## src/vov_defs.svh

```systemverilog
`ifndef VOV_DEFS_SVH
`define VOV_DEFS_SVH
// Function
// - setpoint reads zero in bits 15:12, writable 12-bit mantissa below.
// - setpoint mantissa is Y in Y times two to the output exponent.
// - loop scale: writable 5-bit exponent, bit 10 zero, writable 10-bit mantissa.
// - monitor scale: 3-bit exponent, 10-bit mantissa, bit 10 zero, top bits reserved.
// - conversion starts once measured input reaches the start threshold.
// - conversion stops when measured input falls to the stop threshold.
// - input threshold exponents are read-only mirrors of the input exponent field.
// - input thresholds hold a writable 11-bit mantissa, high part plus low byte.
// - output overvoltage fault when measured output exceeds the limit.
// - limit exponent is read-only, returns the output exponent of the mode register.
// - overvoltage limit holds a writable 11-bit mantissa.
// - response code 00 takes no action on an overvoltage fault.
// - code 01 keeps running for delay one, then retries if fault persists.
// - code 10 shuts down at once, then retries per the retry field.
// - code 11 disables output, waits for the fault to clear, re-enables.
// - retry codes 0 to 6 give that many retries, 7 unlimited; delay two between.
// - retries used up with fault present keep the output off until reset.
// - delay field picks delay one: 10, 20 or 40 ms.
// - output exponent is a writable 3-bit field shared by all output values.

// ----------------------------------------------------------------------
// command codes
// ----------------------------------------------------------------------
`define VOV_CMD_VOUT_MODE    8'h20
`define VOV_CMD_SETPOINT     8'h21
`define VOV_CMD_LOOP_SCALE   8'h29
`define VOV_CMD_MON_SCALE    8'h2a
`define VOV_CMD_VIN_START    8'h35
`define VOV_CMD_VIN_STOP     8'h36
`define VOV_CMD_OV_LIMIT     8'h40
`define VOV_CMD_OV_ACTION    8'h41

// ----------------------------------------------------------------------
// writable bit masks and field positions
// ----------------------------------------------------------------------
`define VOV_WMASK_SETPOINT   16'h0fff
`define VOV_WMASK_LOOP       16'hfbff
`define VOV_WMASK_MON        16'h3bff
`define VOV_WMASK_MANT11     16'h07ff
`define VOV_WMASK_ACTION     16'h00ff
`define VOV_WMASK_MODE       16'h0007
`define VOV_EXP_LSB          11
`define VOV_RESP_LSB         6
`define VOV_RETRY_LSB        3
`define VOV_RETRY_INF        3'h7

// ----------------------------------------------------------------------
// reset values and timing
// ----------------------------------------------------------------------
`define VOV_RST_WORD         16'h0000
`define VOV_RST_ACTION       8'h00
`define VOV_CLK_MHZ          200
`define VOV_CYC_PER_MS       (`VOV_CLK_MHZ * 1000)
`define VOV_DLY1_0_MS        10
`define VOV_DLY1_1_MS        20
`define VOV_DLY1_2_MS        40
`define VOV_DLY2_0_MS        252
`define VOV_DLY2_1_MS        558
`define VOV_DLY2_2_MS        924
`define VOV_TMR_W            28
`endif

```

## src/vov_pkg.sv

```systemverilog
`include "vov_defs.svh"
package vov_pkg;
   typedef logic [`VOV_TMR_W-1:0] vov_tmr_t;
   typedef enum logic [1:0] {
      VOV_RESP_NONE, VOV_RESP_DELAY, VOV_RESP_SHUT, VOV_RESP_HOLD
   } vov_resp_t;
   typedef enum logic [2:0] {
      VOV_OVS_RUN, VOV_OVS_DLY1, VOV_OVS_OFF, VOV_OVS_PROBE, VOV_OVS_HOLD, VOV_OVS_LATCH
   } vov_ovs_t;
endpackage : vov_pkg

```

## src/vov_tmr_if.sv

```systemverilog
interface vov_tmr_if;
   import vov_pkg::*;
   // load starts a countdown, done pulses when it runs out
   logic     load;
   vov_tmr_t load_val;
   logic     done;
   modport ctl (output load, output load_val, input done);
   modport tmr (input load, input load_val, output done);
endinterface : vov_tmr_if

```

## src/vov_timer.sv

```systemverilog
module vov_timer (
   input wire logic sys_clk,
   input wire logic resetn,
   vov_tmr_if.tmr   tb
);
   import vov_pkg::*;

   vov_tmr_t cnt_ff;
   vov_tmr_t nxt_cnt;

   // countdown, reload wins over running
   always_comb begin
      if (tb.load) begin
         nxt_cnt = tb.load_val;
      end else if (cnt_ff != '0) begin
         nxt_cnt = cnt_ff - vov_tmr_t'(1);
      end else begin
         nxt_cnt = cnt_ff;
      end
   end

   always_ff @(posedge sys_clk or negedge resetn) begin
      if (!resetn) begin
         cnt_ff <= '0;
      end else begin
         cnt_ff <= nxt_cnt;
      end
   end

   // expiry depends on the count only: the sequencer loads on done, so
   // gating done with load would close a combinational loop
   assign tb.done = (cnt_ff == vov_tmr_t'(1));
endmodule : vov_timer

```

## src/vov_regs.sv

```systemverilog
`include "vov_defs.svh"
module vov_regs #(
   parameter vov_pkg::vov_tmr_t DLY1_0_CYC = vov_pkg::vov_tmr_t'(`VOV_DLY1_0_MS * `VOV_CYC_PER_MS),
   parameter vov_pkg::vov_tmr_t DLY1_1_CYC = vov_pkg::vov_tmr_t'(`VOV_DLY1_1_MS * `VOV_CYC_PER_MS),
   parameter vov_pkg::vov_tmr_t DLY1_2_CYC = vov_pkg::vov_tmr_t'(`VOV_DLY1_2_MS * `VOV_CYC_PER_MS),
   parameter vov_pkg::vov_tmr_t DLY2_0_CYC = vov_pkg::vov_tmr_t'(`VOV_DLY2_0_MS * `VOV_CYC_PER_MS),
   parameter vov_pkg::vov_tmr_t DLY2_1_CYC = vov_pkg::vov_tmr_t'(`VOV_DLY2_1_MS * `VOV_CYC_PER_MS),
   parameter vov_pkg::vov_tmr_t DLY2_2_CYC = vov_pkg::vov_tmr_t'(`VOV_DLY2_2_MS * `VOV_CYC_PER_MS)
) (
   input  wire logic         sys_clk,
   input  wire logic         resetn,
   input  wire logic [7:0]   reg_cmd,
   input  wire logic         reg_wr,
   input  wire logic         reg_rd,
   input  wire logic [15:0]  reg_wdata,
   output logic      [15:0]  reg_rdata,
   output logic              reg_rvalid,
   input  wire logic [2:0]   vin_exp_field,
   input  wire logic [10:0]  vin_meas,
   input  wire logic [10:0]  vout_meas,
   output logic      [11:0]  vout_target_mant,
   output logic      [2:0]   vout_exp,
   output logic      [15:0]  loop_scale,
   output logic      [15:0]  monitor_scale_factor,
   output logic              conv_run,
   output logic              output_en,
   output logic              ov_fault,
   output logic              ov_latched,
   output vov_pkg::vov_ovs_t ov_state
);
   import vov_pkg::*;

   // ----------------------------------------------------------------------
   // register storage
   // ----------------------------------------------------------------------
   logic [15:0] setpt_ff, nxt_setpt;
   logic [15:0] loop_ff, nxt_loop;
   logic [15:0] mon_ff, nxt_mon;
   logic [15:0] start_ff, nxt_start;
   logic [15:0] stop_ff, nxt_stop;
   logic [15:0] ovlim_ff, nxt_ovlim;
   logic [7:0]  act_ff, nxt_act;
   logic [2:0]  mode_exp_ff, nxt_mode_exp;

   // widen a 3-bit two's complement exponent to the 5-bit field
   function automatic logic [4:0] sext3(input logic [2:0] e);
      return {{2{e[2]}}, e};
   endfunction : sext3

   // only writable bits are stored, so read-only bits can never latch
   // stray host data; mirrors are built at read time instead
   always_comb begin
      nxt_setpt    = setpt_ff;
      nxt_loop     = loop_ff;
      nxt_mon      = mon_ff;
      nxt_start    = start_ff;
      nxt_stop     = stop_ff;
      nxt_ovlim    = ovlim_ff;
      nxt_act      = act_ff;
      nxt_mode_exp = mode_exp_ff;
      if (reg_wr) begin
         case (reg_cmd)
            `VOV_CMD_VOUT_MODE:  nxt_mode_exp = reg_wdata[2:0];
            `VOV_CMD_SETPOINT:   nxt_setpt = reg_wdata & `VOV_WMASK_SETPOINT;
            `VOV_CMD_LOOP_SCALE: nxt_loop  = reg_wdata & `VOV_WMASK_LOOP;
            `VOV_CMD_MON_SCALE:  nxt_mon   = reg_wdata & `VOV_WMASK_MON;
            `VOV_CMD_VIN_START:  nxt_start = reg_wdata & `VOV_WMASK_MANT11;
            `VOV_CMD_VIN_STOP:   nxt_stop  = reg_wdata & `VOV_WMASK_MANT11;
            `VOV_CMD_OV_LIMIT:   nxt_ovlim = reg_wdata & `VOV_WMASK_MANT11;
            `VOV_CMD_OV_ACTION:  nxt_act   = reg_wdata[7:0];
            default: begin
               // unmapped codes are dropped
            end
         endcase
      end
   end

   always_ff @(posedge sys_clk or negedge resetn) begin
      if (!resetn) begin
         setpt_ff    <= `VOV_RST_WORD;
         loop_ff     <= `VOV_RST_WORD;
         mon_ff      <= `VOV_RST_WORD;
         start_ff    <= `VOV_RST_WORD;
         stop_ff     <= `VOV_RST_WORD;
         ovlim_ff    <= `VOV_RST_WORD;
         act_ff      <= `VOV_RST_ACTION;
         mode_exp_ff <= 3'h0;
      end else begin
         setpt_ff    <= nxt_setpt;
         loop_ff     <= nxt_loop;
         mon_ff      <= nxt_mon;
         start_ff    <= nxt_start;
         stop_ff     <= nxt_stop;
         ovlim_ff    <= nxt_ovlim;
         act_ff      <= nxt_act;
         mode_exp_ff <= nxt_mode_exp;
      end
   end

   // ----------------------------------------------------------------------
   // read port
   // ----------------------------------------------------------------------
   logic [15:0] rdata_ff, nxt_rdata;
   logic        rvalid_ff;

   // data is held between reads so the host may sample it late
   always_comb begin
      nxt_rdata = rdata_ff;
      if (reg_rd) begin
         case (reg_cmd)
            `VOV_CMD_VOUT_MODE:  nxt_rdata = {13'h0000, mode_exp_ff};
            `VOV_CMD_SETPOINT:   nxt_rdata = setpt_ff;
            `VOV_CMD_LOOP_SCALE: nxt_rdata = loop_ff;
            `VOV_CMD_MON_SCALE:  nxt_rdata = mon_ff;
            `VOV_CMD_VIN_START:  nxt_rdata = {sext3(vin_exp_field), start_ff[10:0]};
            `VOV_CMD_VIN_STOP:   nxt_rdata = {sext3(vin_exp_field), stop_ff[10:0]};
            `VOV_CMD_OV_LIMIT:   nxt_rdata = {sext3(mode_exp_ff), ovlim_ff[10:0]};
            `VOV_CMD_OV_ACTION:  nxt_rdata = {8'h00, act_ff};
            default:             nxt_rdata = 16'h0000;
         endcase
      end
   end

   always_ff @(posedge sys_clk or negedge resetn) begin
      if (!resetn) begin
         rdata_ff  <= 16'h0000;
         rvalid_ff <= 1'b0;
      end else begin
         rdata_ff  <= nxt_rdata;
         rvalid_ff <= reg_rd;
      end
   end

   assign reg_rdata  = rdata_ff;
   assign reg_rvalid = rvalid_ff;

   // setpoint and scale factors feed the loop as stored
   assign vout_target_mant     = setpt_ff[11:0];
   assign vout_exp             = mode_exp_ff;
   assign loop_scale           = loop_ff;
   assign monitor_scale_factor = mon_ff;

   // ----------------------------------------------------------------------
   // input thresholds and overvoltage compare
   // ----------------------------------------------------------------------
   logic run_ff, nxt_run;
   logic ov_det_ff, nxt_ov_det;

   // measurements share the exponents of the thresholds, so mantissas
   // compare directly; the gap between start and stop gives hysteresis
   always_comb begin
      nxt_run = run_ff;
      if (!run_ff && (vin_meas >= start_ff[10:0])) begin
         nxt_run = 1'b1;
      end else if (run_ff && (vin_meas <= stop_ff[10:0])) begin
         nxt_run = 1'b0;
      end
      nxt_ov_det = (vout_meas > ovlim_ff[10:0]);
   end

   always_ff @(posedge sys_clk or negedge resetn) begin
      if (!resetn) begin
         run_ff    <= 1'b0;
         ov_det_ff <= 1'b0;
      end else begin
         run_ff    <= nxt_run;
         ov_det_ff <= nxt_ov_det;
      end
   end

   assign conv_run = run_ff;
   assign ov_fault = ov_det_ff;

   // ----------------------------------------------------------------------
   // overvoltage response sequencer
   // ----------------------------------------------------------------------
   vov_tmr_if tmr_bus ();

   vov_timer u_timer (
      .sys_clk (sys_clk),
      .resetn  (resetn),
      .tb      (tmr_bus.tmr)
   );

   vov_resp_t resp;
   logic [2:0] retry_code;
   logic [2:0] dly_code;
   vov_tmr_t   dly1_cyc;
   vov_tmr_t   dly2_cyc;

   assign resp       = vov_resp_t'(act_ff[`VOV_RESP_LSB+1:`VOV_RESP_LSB]);
   assign retry_code = act_ff[`VOV_RETRY_LSB+2:`VOV_RETRY_LSB];
   assign dly_code   = act_ff[2:0];

   // codes above 010 have no defined time and fall back to the longest
   always_comb begin
      unique case (dly_code)
         3'h0: dly1_cyc = DLY1_0_CYC;
         3'h1: dly1_cyc = DLY1_1_CYC;
         default: dly1_cyc = DLY1_2_CYC;
      endcase
      unique case (dly_code)
         3'h0: dly2_cyc = DLY2_0_CYC;
         3'h1: dly2_cyc = DLY2_1_CYC;
         default: dly2_cyc = DLY2_2_CYC;
      endcase
   end

   vov_ovs_t   ovs_ff, nxt_ovs;
   logic [2:0] left_ff, nxt_left;
   logic       out_en_ff, nxt_out_en;
   logic [2:0] left_use;
   logic       retry_now;

   // a fresh fault counts from the programmed retry code
   assign left_use = (ovs_ff == VOV_OVS_RUN) ? retry_code : left_ff;

   always_comb begin
      nxt_ovs          = ovs_ff;
      nxt_left         = left_ff;
      retry_now        = 1'b0;
      tmr_bus.load     = 1'b0;
      tmr_bus.load_val = dly1_cyc;
      unique case (ovs_ff)
         VOV_OVS_RUN: begin
            if (ov_det_ff) begin
               unique case (resp)
                  VOV_RESP_NONE: begin
                     nxt_ovs = VOV_OVS_RUN;
                  end
                  VOV_RESP_DELAY: begin
                     nxt_ovs      = VOV_OVS_DLY1;
                     nxt_left     = retry_code;
                     tmr_bus.load = 1'b1;
                  end
                  VOV_RESP_SHUT: begin
                     retry_now = 1'b1;
                  end
                  VOV_RESP_HOLD: begin
                     nxt_ovs = VOV_OVS_HOLD;
                  end
               endcase
            end
         end
         VOV_OVS_DLY1: begin
            if (!ov_det_ff) begin
               nxt_ovs = VOV_OVS_RUN;
            end else if (tmr_bus.done) begin
               retry_now = 1'b1;
            end
         end
         VOV_OVS_OFF: begin
            // output back on for one delay-one window to test the fault
            if (tmr_bus.done) begin
               nxt_ovs      = VOV_OVS_PROBE;
               tmr_bus.load = 1'b1;
            end
         end
         VOV_OVS_PROBE: begin
            if (ov_det_ff) begin
               if (resp == VOV_RESP_DELAY) begin
                  nxt_ovs      = VOV_OVS_DLY1;
                  tmr_bus.load = 1'b1;
               end else if (resp == VOV_RESP_HOLD) begin
                  nxt_ovs = VOV_OVS_HOLD;
               end else if (resp == VOV_RESP_NONE) begin
                  nxt_ovs = VOV_OVS_RUN;
               end else begin
                  retry_now = 1'b1;
               end
            end else if (tmr_bus.done) begin
               nxt_ovs = VOV_OVS_RUN;
            end
         end
         VOV_OVS_HOLD: begin
            if (!ov_det_ff) begin
               nxt_ovs = VOV_OVS_RUN;
            end
         end
         VOV_OVS_LATCH: begin
            nxt_ovs = VOV_OVS_LATCH;
         end
      endcase
      // shared retry decision: spend one attempt or give up for good
      if (retry_now) begin
         if ((retry_code == `VOV_RETRY_INF) || (left_use != 3'h0)) begin
            nxt_ovs          = VOV_OVS_OFF;
            nxt_left         = (retry_code == `VOV_RETRY_INF) ? left_use : left_use - 3'h1;
            tmr_bus.load     = 1'b1;
            tmr_bus.load_val = dly2_cyc;
         end else begin
            nxt_ovs = VOV_OVS_LATCH;
         end
      end
      nxt_out_en = nxt_run && !(nxt_ovs inside {VOV_OVS_OFF, VOV_OVS_HOLD, VOV_OVS_LATCH});
   end

   always_ff @(posedge sys_clk or negedge resetn) begin
      if (!resetn) begin
         ovs_ff    <= VOV_OVS_RUN;
         left_ff   <= 3'h0;
         out_en_ff <= 1'b0;
      end else begin
         ovs_ff    <= nxt_ovs;
         left_ff   <= nxt_left;
         out_en_ff <= nxt_out_en;
      end
   end

   assign output_en  = out_en_ff;
   assign ov_latched = (ovs_ff == VOV_OVS_LATCH);
   assign ov_state   = ovs_ff;
endmodule : vov_regs

```

## config.mk

```make
export PLATFORM = sky130hd
export DESIGN_NAME = vov_regs
export DESIGN_NICKNAME = d
export VERILOG_FILES = /design/src/vov_pkg.sv /design/src/vov_tmr_if.sv /design/src/vov_timer.sv /design/src/vov_regs.sv
export VERILOG_INCLUDE_DIRS = /design/src
export SDC_FILE = /design/constraint.sdc
export NUM_CORES = 1
export LEC_CHECK = 0
export CORE_ASPECT_RATIO = 0.5
export CORE_MARGIN = 5
export CORE_UTILIZATION = 28
export DETAILED_ROUTE_END_ITERATION = 10
export DONT_BUFFER_PORTS = 1
export PLACE_DENSITY_LB_ADDON = 0.25
export SYNTH_ARGS = -nofsm -noshare
export SYNTH_HDL_FRONTEND = slang
export SYNTH_SLANG_ARGS = --single-unit
```

## constraint.sdc

```tcl
create_clock -name sys_clk -period 3.8 [get_ports sys_clk]
set_input_delay 0.38 -clock sys_clk [delete_from_list [all_inputs] [get_ports sys_clk]]
set_output_delay 0.38 -clock sys_clk [all_outputs]
set_load 0.005 [all_outputs]
```

==> reports/results.tsv, run 1 <==
stage	metric	value	unit
power_and_ir_drop	clock share of power	35.4	%
setup_path	startpoint types	flip-flop	
clock_tree	CTS tree	built	
global_routing	Total GRT Usage	14.9	%
clock_tree	Worst-Skew Late Latency	0.44	ns
drt	WL/cell	21.0	um
drt	DR pass1 iterations	7	
power_and_ir_drop	Sw Share	33.6	%
clock_tree	post-CTS resize count	0	
place	DP Wirelength	17200	um
synthesis	FFs w/ async S/R, synth	100	%
power_and_ir_drop	Leak Pwr	3.81	nW
floorplanning	num ports	124	
synthesis	synthesized flop and latch total	138	
global_routing	global route overflow	0	
floorplanning	Initial Utilization	28.2	%
floorplanning	die area	31200	um2
floorplanning	core region area	27400	um2
place	# placed instances	1070	
clock_tree	Clock Sinks	138	
worst_hold_path	Min-Delay Path Depth	1	
drt	post-DR vias/cell	5.31	
layout	most frequent cells in the layout	138 x dfrtp_1, 83 x mux2_2, 56 x inv_1, 40 x nand2_1, 39 x nor2_1	
clock_tree	root cell of the clock tree	clkbuf_16	
sta	worst setup margin	0.768	ns
sta	Clock Skew	0.0162	ns
synthesis	Avg Inst Size Synth	10.6	um2
setup_path	reg2reg setup slack	0.77	ns
setup_path	reg2reg end	u_timer.cnt_ff[9]	
power_and_ir_drop	internal cell power	3.28	mW
sta	min Tclk post-route	3.03	ns
setup_path	CP Capture Type	flip-flop	
sta	measured slew at the worst slew-check pin	0.830	ns
setup_path	critical path type	flip-flop to flip-flop	
global_routing	antenna violations before repair	1	
place	dpl ws	0.799	ns
worst_hold_path	Hold Crit Class	input port to flip-flop	
layout	most common cell after layout, fill and taps aside	dfrtp_1	
sta	Fin Setup TNS	0	ns
drt	Final ANT Viol Nets	0	
place	IO buf count	0	
power_and_ir_drop	power per cell area	559	nW/um2
run_status	status	completed	
sta	Hold WS	0.0434	ns
setup_path	reg2reg start	ov_state[1]	
power_and_ir_drop	Sequential Power Share	39.8	%
flow_run	max-cap viol count	0	
synthesis	prevailing post-synth register cell	dfrtp_1	
global_routing	largest net degree at the start of global routing	139	
sta	achievable frequency	0.330	GHz
layout	share of cells above drive strength 1	20.1	%
clock_tree	Longest Clk Path Bufs	2	
layout	synthesis-to-layout area growth	14.1	%
clock_tree	clk slew on worst S/H paths	0.07	ns
layout	Final nets	822	
sta	Final Setup Violations	0	
layout	Finished Layout Cells	1106	
setup_path	CP max FO	14	
drt	final WL	23300	um
synthesis	sequential share of the synthesized area	44.7	%
setup_path	Worst Reg-to-Reg Cells	8	
synthesis	post-synthesis cell count	727	
clock_tree	H-tree depth	4	
synthesis	post-synth cell types	81	
global_routing	vias in the first global route	5857	
clock_tree	CTS buffer count	17	
synthesis	Syn Std Cell Area	7730	um2
setup_path	Worst Path Required	4.12	ns
drt	drt drc	0	
synthesis	Synth warnings	0	
setup_path	Arrival @ worst endpoint	3.35	ns
global_routing	first-pass GRT wire length	36100	um
worst_hold_path	Hold EP	reg_rdata[1]	
place	GP Congestion	0.854	
power_and_ir_drop	Logic pwr share	24.8	%
sta	Slew HR	44.6	%
floorplanning	die width	245	um
floorplanning	# rows	43	
sta	period utilization	79.8	%
worst_hold_path	hold_sp	reg_rd	
clock_tree	setup bufs post-CTS	0	
power_and_ir_drop	Net Sw Power	1.66	mW
drt	DRT iter0 DRCs	366	
clock_tree	# hold bufs at CTS	3	
sta	Final Hold Fails	0	
floorplanning	Die Span Y	127	um
sta	RSZ-0062 raised after global routing	no	
synthesis	Post-synth EDFFs	0	
drt	routed vias	5876	
power_and_ir_drop	Worst VDD drop	302	uV
sta	fin. max-slew vios	0	
[cells in the mapped netlist, types with 3 or more instances]
cell type / instances / area share (%)
nand3b_1: 3 / 0.29
mux2_2: 83 / 12
nand2_1: 40 / 1.9
ha_1: 37 / 6.0
buf_2: 5 / 0.32
xnor2_1: 17 / 1.9
a21oi_1: 32 / 2.1
a221oi_1: 8 / 0.91
nand4_1: 11 / 0.89
a222oi_1: 14 / 1.8
o21ai_0: 12 / 0.78
nand4b_1: 4 / 0.45
nor4_1: 6 / 0.49
xor2_1: 6 / 0.68
o21a_1: 11 / 1.1
buf_4: 5 / 0.49
nor2b_1: 6 / 0.49
nor2_1: 39 / 1.9
a22oi_1: 13 / 1.3
nor4b_1: 3 / 0.34
a2bb2oi_1: 3 / 0.34
nand2b_1: 5 / 0.40
and2_1: 4 / 0.32
mux2i_1: 6 / 0.78
dfrtp_1: 138 / 45
nand3_1: 16 / 1.0
nor3_1: 23 / 1.5
or3_1: 6 / 0.49
clkbuf_1: 21 / 1.0
a31oi_1: 6 / 0.49
o22ai_1: 17 / 1.4
a21o_1: 4 / 0.39
inv_1: 56 / 2.7
o211ai_1: 3 / 0.29
[critical path, cell delays in order, from the launching register on]
cell       delay [ns]
dfrtp_1          0.53
or3_1            0.56
mux2i_1          0.28
ha_1             0.19
o2111ai_1        0.16
nand3_2          0.24
or2_0            0.51
nor2_1           0.14
o31a_1           0.30
[sequential cells by signal, summed over array words and instances, names as in the netlist, 11 cells and up]
signal                flops
start_ff                 11
reg_rdata                16
monitor_scale_factor     13
setpt_ff                 12
loop_scale               15
u_timer.cnt_ff           28
stop_ff                  11
ovlim_ff                 11
[per-layer routing]
metal / wire (um) / track usage, % / part of all wire, %
met3: 1090 / 3.95 / 4.7
met1: 10100 / 18.8 / 43
met2: 11800 / 25.6 / 51
met4: 270 / 3.69 / 1.2
met5: 0 / 0 / 0
[final cells by class]
type                       instances  area [um2]
fill                            2810       18600
multi-input combinational        503        3950
sequential                       138        3450
tap                              360         450
clock buffer                      19         443
inverter                          57         214
clock inverter                    13         168
timing repair buffer              15         138
antenna                            1        2.50
[metrics by stage]
step | instance area, um2 | total power, mW | utilization [%]
final | 8820 | 4.94 | 32.2
after global routing | 8820 | 5.22 | 32.2
after CTS | 8820 | 4.96 | 32.1
after detailed placement | 8160 | 3.18 | 29.7
after global placement | 8160 | 3.16 | 29.7
after floorplan | 7740 | 2.88 | -
[power groups by stage]
stage | clock network (mW) | logic, mW | registers (mW)
2_1_floorplan | 0 | 0.974 | 1.91
6_report | 1.75 | 1.22 | 1.97
3_5_place_dp | 0 | 1.19 | 1.99
5_1_grt | 1.84 | 1.38 | 2.00
3_3_place_gp | 0 | 1.17 | 1.99
4_1_cts | 1.77 | 1.23 | 1.96
[kinds of logic after synthesis]
group	Yosys count	share of synthesized area, %
flops	138	44.7
compound gates	155	14.8
mux	90	13.0
other cells	1	0.0485
buf+inv	89	4.65
simple gates	193	14.1
fa+ha+maj	38	6.12
xor+xnor	23	2.61
[worst max-delay path by stage]
stage	start	endpoint	cells past startpoint
floorplan	ov_state[0]	u_timer.cnt_ff[13]	10
global placement	ov_state[1]	u_timer.cnt_ff[9]	8
detailed placement	ov_state[1]	u_timer.cnt_ff[9]	8
CTS	ov_state[1]	u_timer.cnt_ff[9]	8
global route	ov_state[1]	u_timer.cnt_ff[9]	8
finish	ov_state[1]	u_timer.cnt_ff[9]	8
Note: power is estimated with default switching activity, not from simulation.
==> run 2: changes to the inputs <==
ABC_AREA = 1   (was not set)
clock period = 2.8 ns   (was 3.8 ns; I/O delays follow)
==> reports/results.tsv, run 2 <==
stage	metric	value	unit
power_and_ir_drop	Leak Pwr	4.09	nW
place	DP Wirelength	18700	um
setup_path	CP Capture Type	flip-flop	
clock_tree	H-tree depth	4	
drt	DRT iter0 DRCs	497	
sta	Fin Setup TNS	0	ns
synthesis	synthesized flop and latch total	138	
synthesis	complex-gate fraction of the synthesized area	14.5	%
power_and_ir_drop	Logic pwr share	24.2	%
flow_run	max-cap viol count	0	
synthesis	Synth Area in Simple Gates	23.9	%
layout	most frequent cells in the layout	262 x nand2_1, 138 x dfrtp_1, 123 x inv_1, 113 x o21ai_0, 75 x nor2_1	
setup_path	CP max FO	11	
clock_tree	# hold bufs at CTS	12	
floorplanning	die area	31200	um2
synthesis	post-synthesis cell count	990	
clock_tree	Clock Sinks	138	
synthesis	post-synth cell types	43	
setup_path	Worst Path Required	3.13	ns
clock_tree	Longest Clk Path Bufs	2	
drt	drt drc	0	
sta	fin. max-slew vios	0	
sta	Slew HR	38.0	%
clock_tree	CTS tree	built	
synthesis	main combinational cell family by area after synthesis	simple AND/OR/NAND/NOR gates	
place	# placed instances	1336	
layout	Top reg by flops	u_timer.cnt_ff	
power_and_ir_drop	Sequential Power Share	39.5	%
power_and_ir_drop	clock share of power	36.3	%
sta	Clock Skew	0.00922	ns
layout	Multi-input gate area	3650	um2
synthesis	count leader, synth	nand2_1	
sta	measured slew at the worst slew-check pin	0.928	ns
synthesis	Synth area leaders	dfrtp_1 45%, nand2_1 13%, o21ai_0 7.4%, inv_1 6.1%, ha_1 6.0%	
global_routing	global route overflow	0	
sta	period utilization	89.5	%
synthesis	post-synth top area cell	dfrtp_1	
synthesis	Yosys top cell area share	44.7	%
drt	post-DR vias/cell	4.85	
global_routing	antenna violations before repair	0	
synthesis	Avg Inst Size Synth	7.80	um2
synthesis	post-synthesis adder-cell area fraction	5.99	%
layout	synthesis-to-layout area growth	15.0	%
drt	final WL	24900	um
global_routing	largest net degree at the start of global routing	139	
layout	Finished Layout Cells	1379	
layout	Storage cell area	3450	um2
clock_tree	Worst-Skew Late Latency	0.44	ns
drt	Final ANT Viol Nets	0	
floorplanning	die width	245	um
synthesis	Syn Std Cell Area	7730	um2
synthesis	prevailing post-synth register cell	dfrtp_1	
place	IO buf count	0	
clock_tree	CTS buffer count	17	
layout	share of cells above drive strength 1	7.95	%
layout	Final nets	1097	
setup_path	Arrival @ worst endpoint	2.84	ns
drt	DR pass1 iterations	6	
sta	Final Hold Fails	138	
drt	routed vias	6685	
sta	achievable frequency	0.399	GHz
floorplanning	# rows	43	
sta	min Tclk post-route	2.51	ns
synthesis	FFs w/ async S/R, synth	100	%
worst_hold_path	Hold Crit Class	input port to async pin	
power_and_ir_drop	power per cell area	750	nW/um2
global_routing	Total GRT Usage	16.0	%
power_and_ir_drop	Sw Share	34.3	%
floorplanning	num ports	124	
synthesis	Synth warnings	0	
clock_tree	clk slew on worst S/H paths	0.06	ns
power_and_ir_drop	Net Sw Power	2.28	mW
synthesis	Post-synth top cells	262 x nand2_1, 138 x dfrtp_1, 125 x inv_1, 114 x o21ai_0, 75 x nor2_1	
setup_path	critical path type	flip-flop to flip-flop	
layout	# fillers	2892	
run_status	status	complete, but fails checks	
sta	Final Setup Violations	0	
layout	most common cell after layout, fill and taps aside	nand2_1	
clock_tree	root cell of the clock tree	clkbuf_16	
sta	Hold WS	-0.450	ns
setup_path	startpoint types	flip-flop	
global_routing	vias in the first global route	6496	
floorplanning	Initial Utilization	28.2	%
power_and_ir_drop	Worst VDD drop	491	uV
layout	max reg flops	28	
synthesis	sequential share of the synthesized area	44.7	%
floorplanning	Die Span Y	127	um
global_routing	first-pass GRT wire length	38500	um
place	GP Congestion	0.879	
run_status	failing checks	hold timing	
layout	# diodes	0	
synthesis	Post-synth EDFFs	0	
floorplanning	core region area	27400	um2
synthesis	xor/xnor cell area share of the yosys netlist	2.15	%
sta	RSZ-0062 raised after global routing	no	
power_and_ir_drop	internal cell power	4.38	mW
drt	WL/cell	18.1	um
synthesis	multiplexer area fraction after synthesis	0.551	%
run 2: worst max-delay path, stage by stage (launching register included):
cell	delay (ns)
dfrtp_1	0.37
nor2_1	0.14
nand2_1	0.12
inv_2	0.14
nand2_1	0.07
o21ai_1	0.16
ha_1	0.19
inv_1	0.06
nor3_4	0.25
inv_1	0.11
nand3_4	0.12
nand2_4	0.14
nor2_4	0.27
inv_1	0.14
nand2_1	0.09
inv_1	0.04
run 2: area by class of cell:
class | count | share of cell area (%)
Timing Repair Buffer | 25 | 2.59
Clock inverter | 12 | 1.83
Clock buffer | 19 | 5.10
Sequential cell | 138 | 38.9
Multi-Input combinational cell | 697 | 41.1
Inverter | 128 | 5.45
Tap cell | 360 | 5.07
run 2: layer usage:
metal	share of wire, %	global-route usage, %
met5	0	0
met3	5.3	4.37
met4	1.3	4.32
met2	49	27.3
met1	45	20.3
run 2: final timing paths:
check,startpoint,endpoint,slack (ns),depth (start not counted)
worst max register to register,ov_state[1],u_timer.cnt_ff[27],0.29,15
worst min register to register,ovlim_ff[10],ovlim_ff[10],0.48,2
worst max-delay path,ov_state[1],u_timer.cnt_ff[27],0.29,15
worst min-delay path,resetn,u_timer.cnt_ff[6],-0.45,0
min in group sys_clk,reg_wdata[12],loop_scale[12],0.03,2
max in group asynchronous,resetn,ovlim_ff[1],2.81,0
run 2: through the flow:
step                worst slack (ns)  area [um2]  power (mW)  util (%)
floorplan                      0.468        7740        3.81         -
global placement               0.282        8140        4.21      29.7
CTS                            0.118        8880        6.69      32.4
global route                 0.00231        8880        7.06      32.4
detailed placement             0.144        8140        4.25      29.7
finish                         0.294        8880        6.66      32.4
run 2: repair_timing:
action / CTS / global route
endpoints found under the setup margin: 0 / 20
gates resized for setup: 0 / 3
buffers inserted: 0 / 0
endpoints found under the hold margin: 155 / 138
run 2: cell families after synthesis:
| logic type | Yosys count |
|---|---|
| flip-flops | 138 |
| multiplexers | 4 |
| adder cells (fa/ha/maj) | 37 |
| XOR/XNOR | 19 |
| buffers and inverters | 158 |
| AND/OR/NAND/NOR | 433 |
| other | 1 |
| AO/OA/AOI/OAI | 200 |
run 2: power groups by stage:
stage | logic, mW | registers [mW] | clock network (mW)
floorplan | 1.23 | 2.58 | 0
global placement | 1.55 | 2.66 | 0
detailed placement | 1.58 | 2.67 | 0
CTS | 1.61 | 2.63 | 2.45
global route | 1.85 | 2.67 | 2.54
finish | 1.61 | 2.63 | 2.42
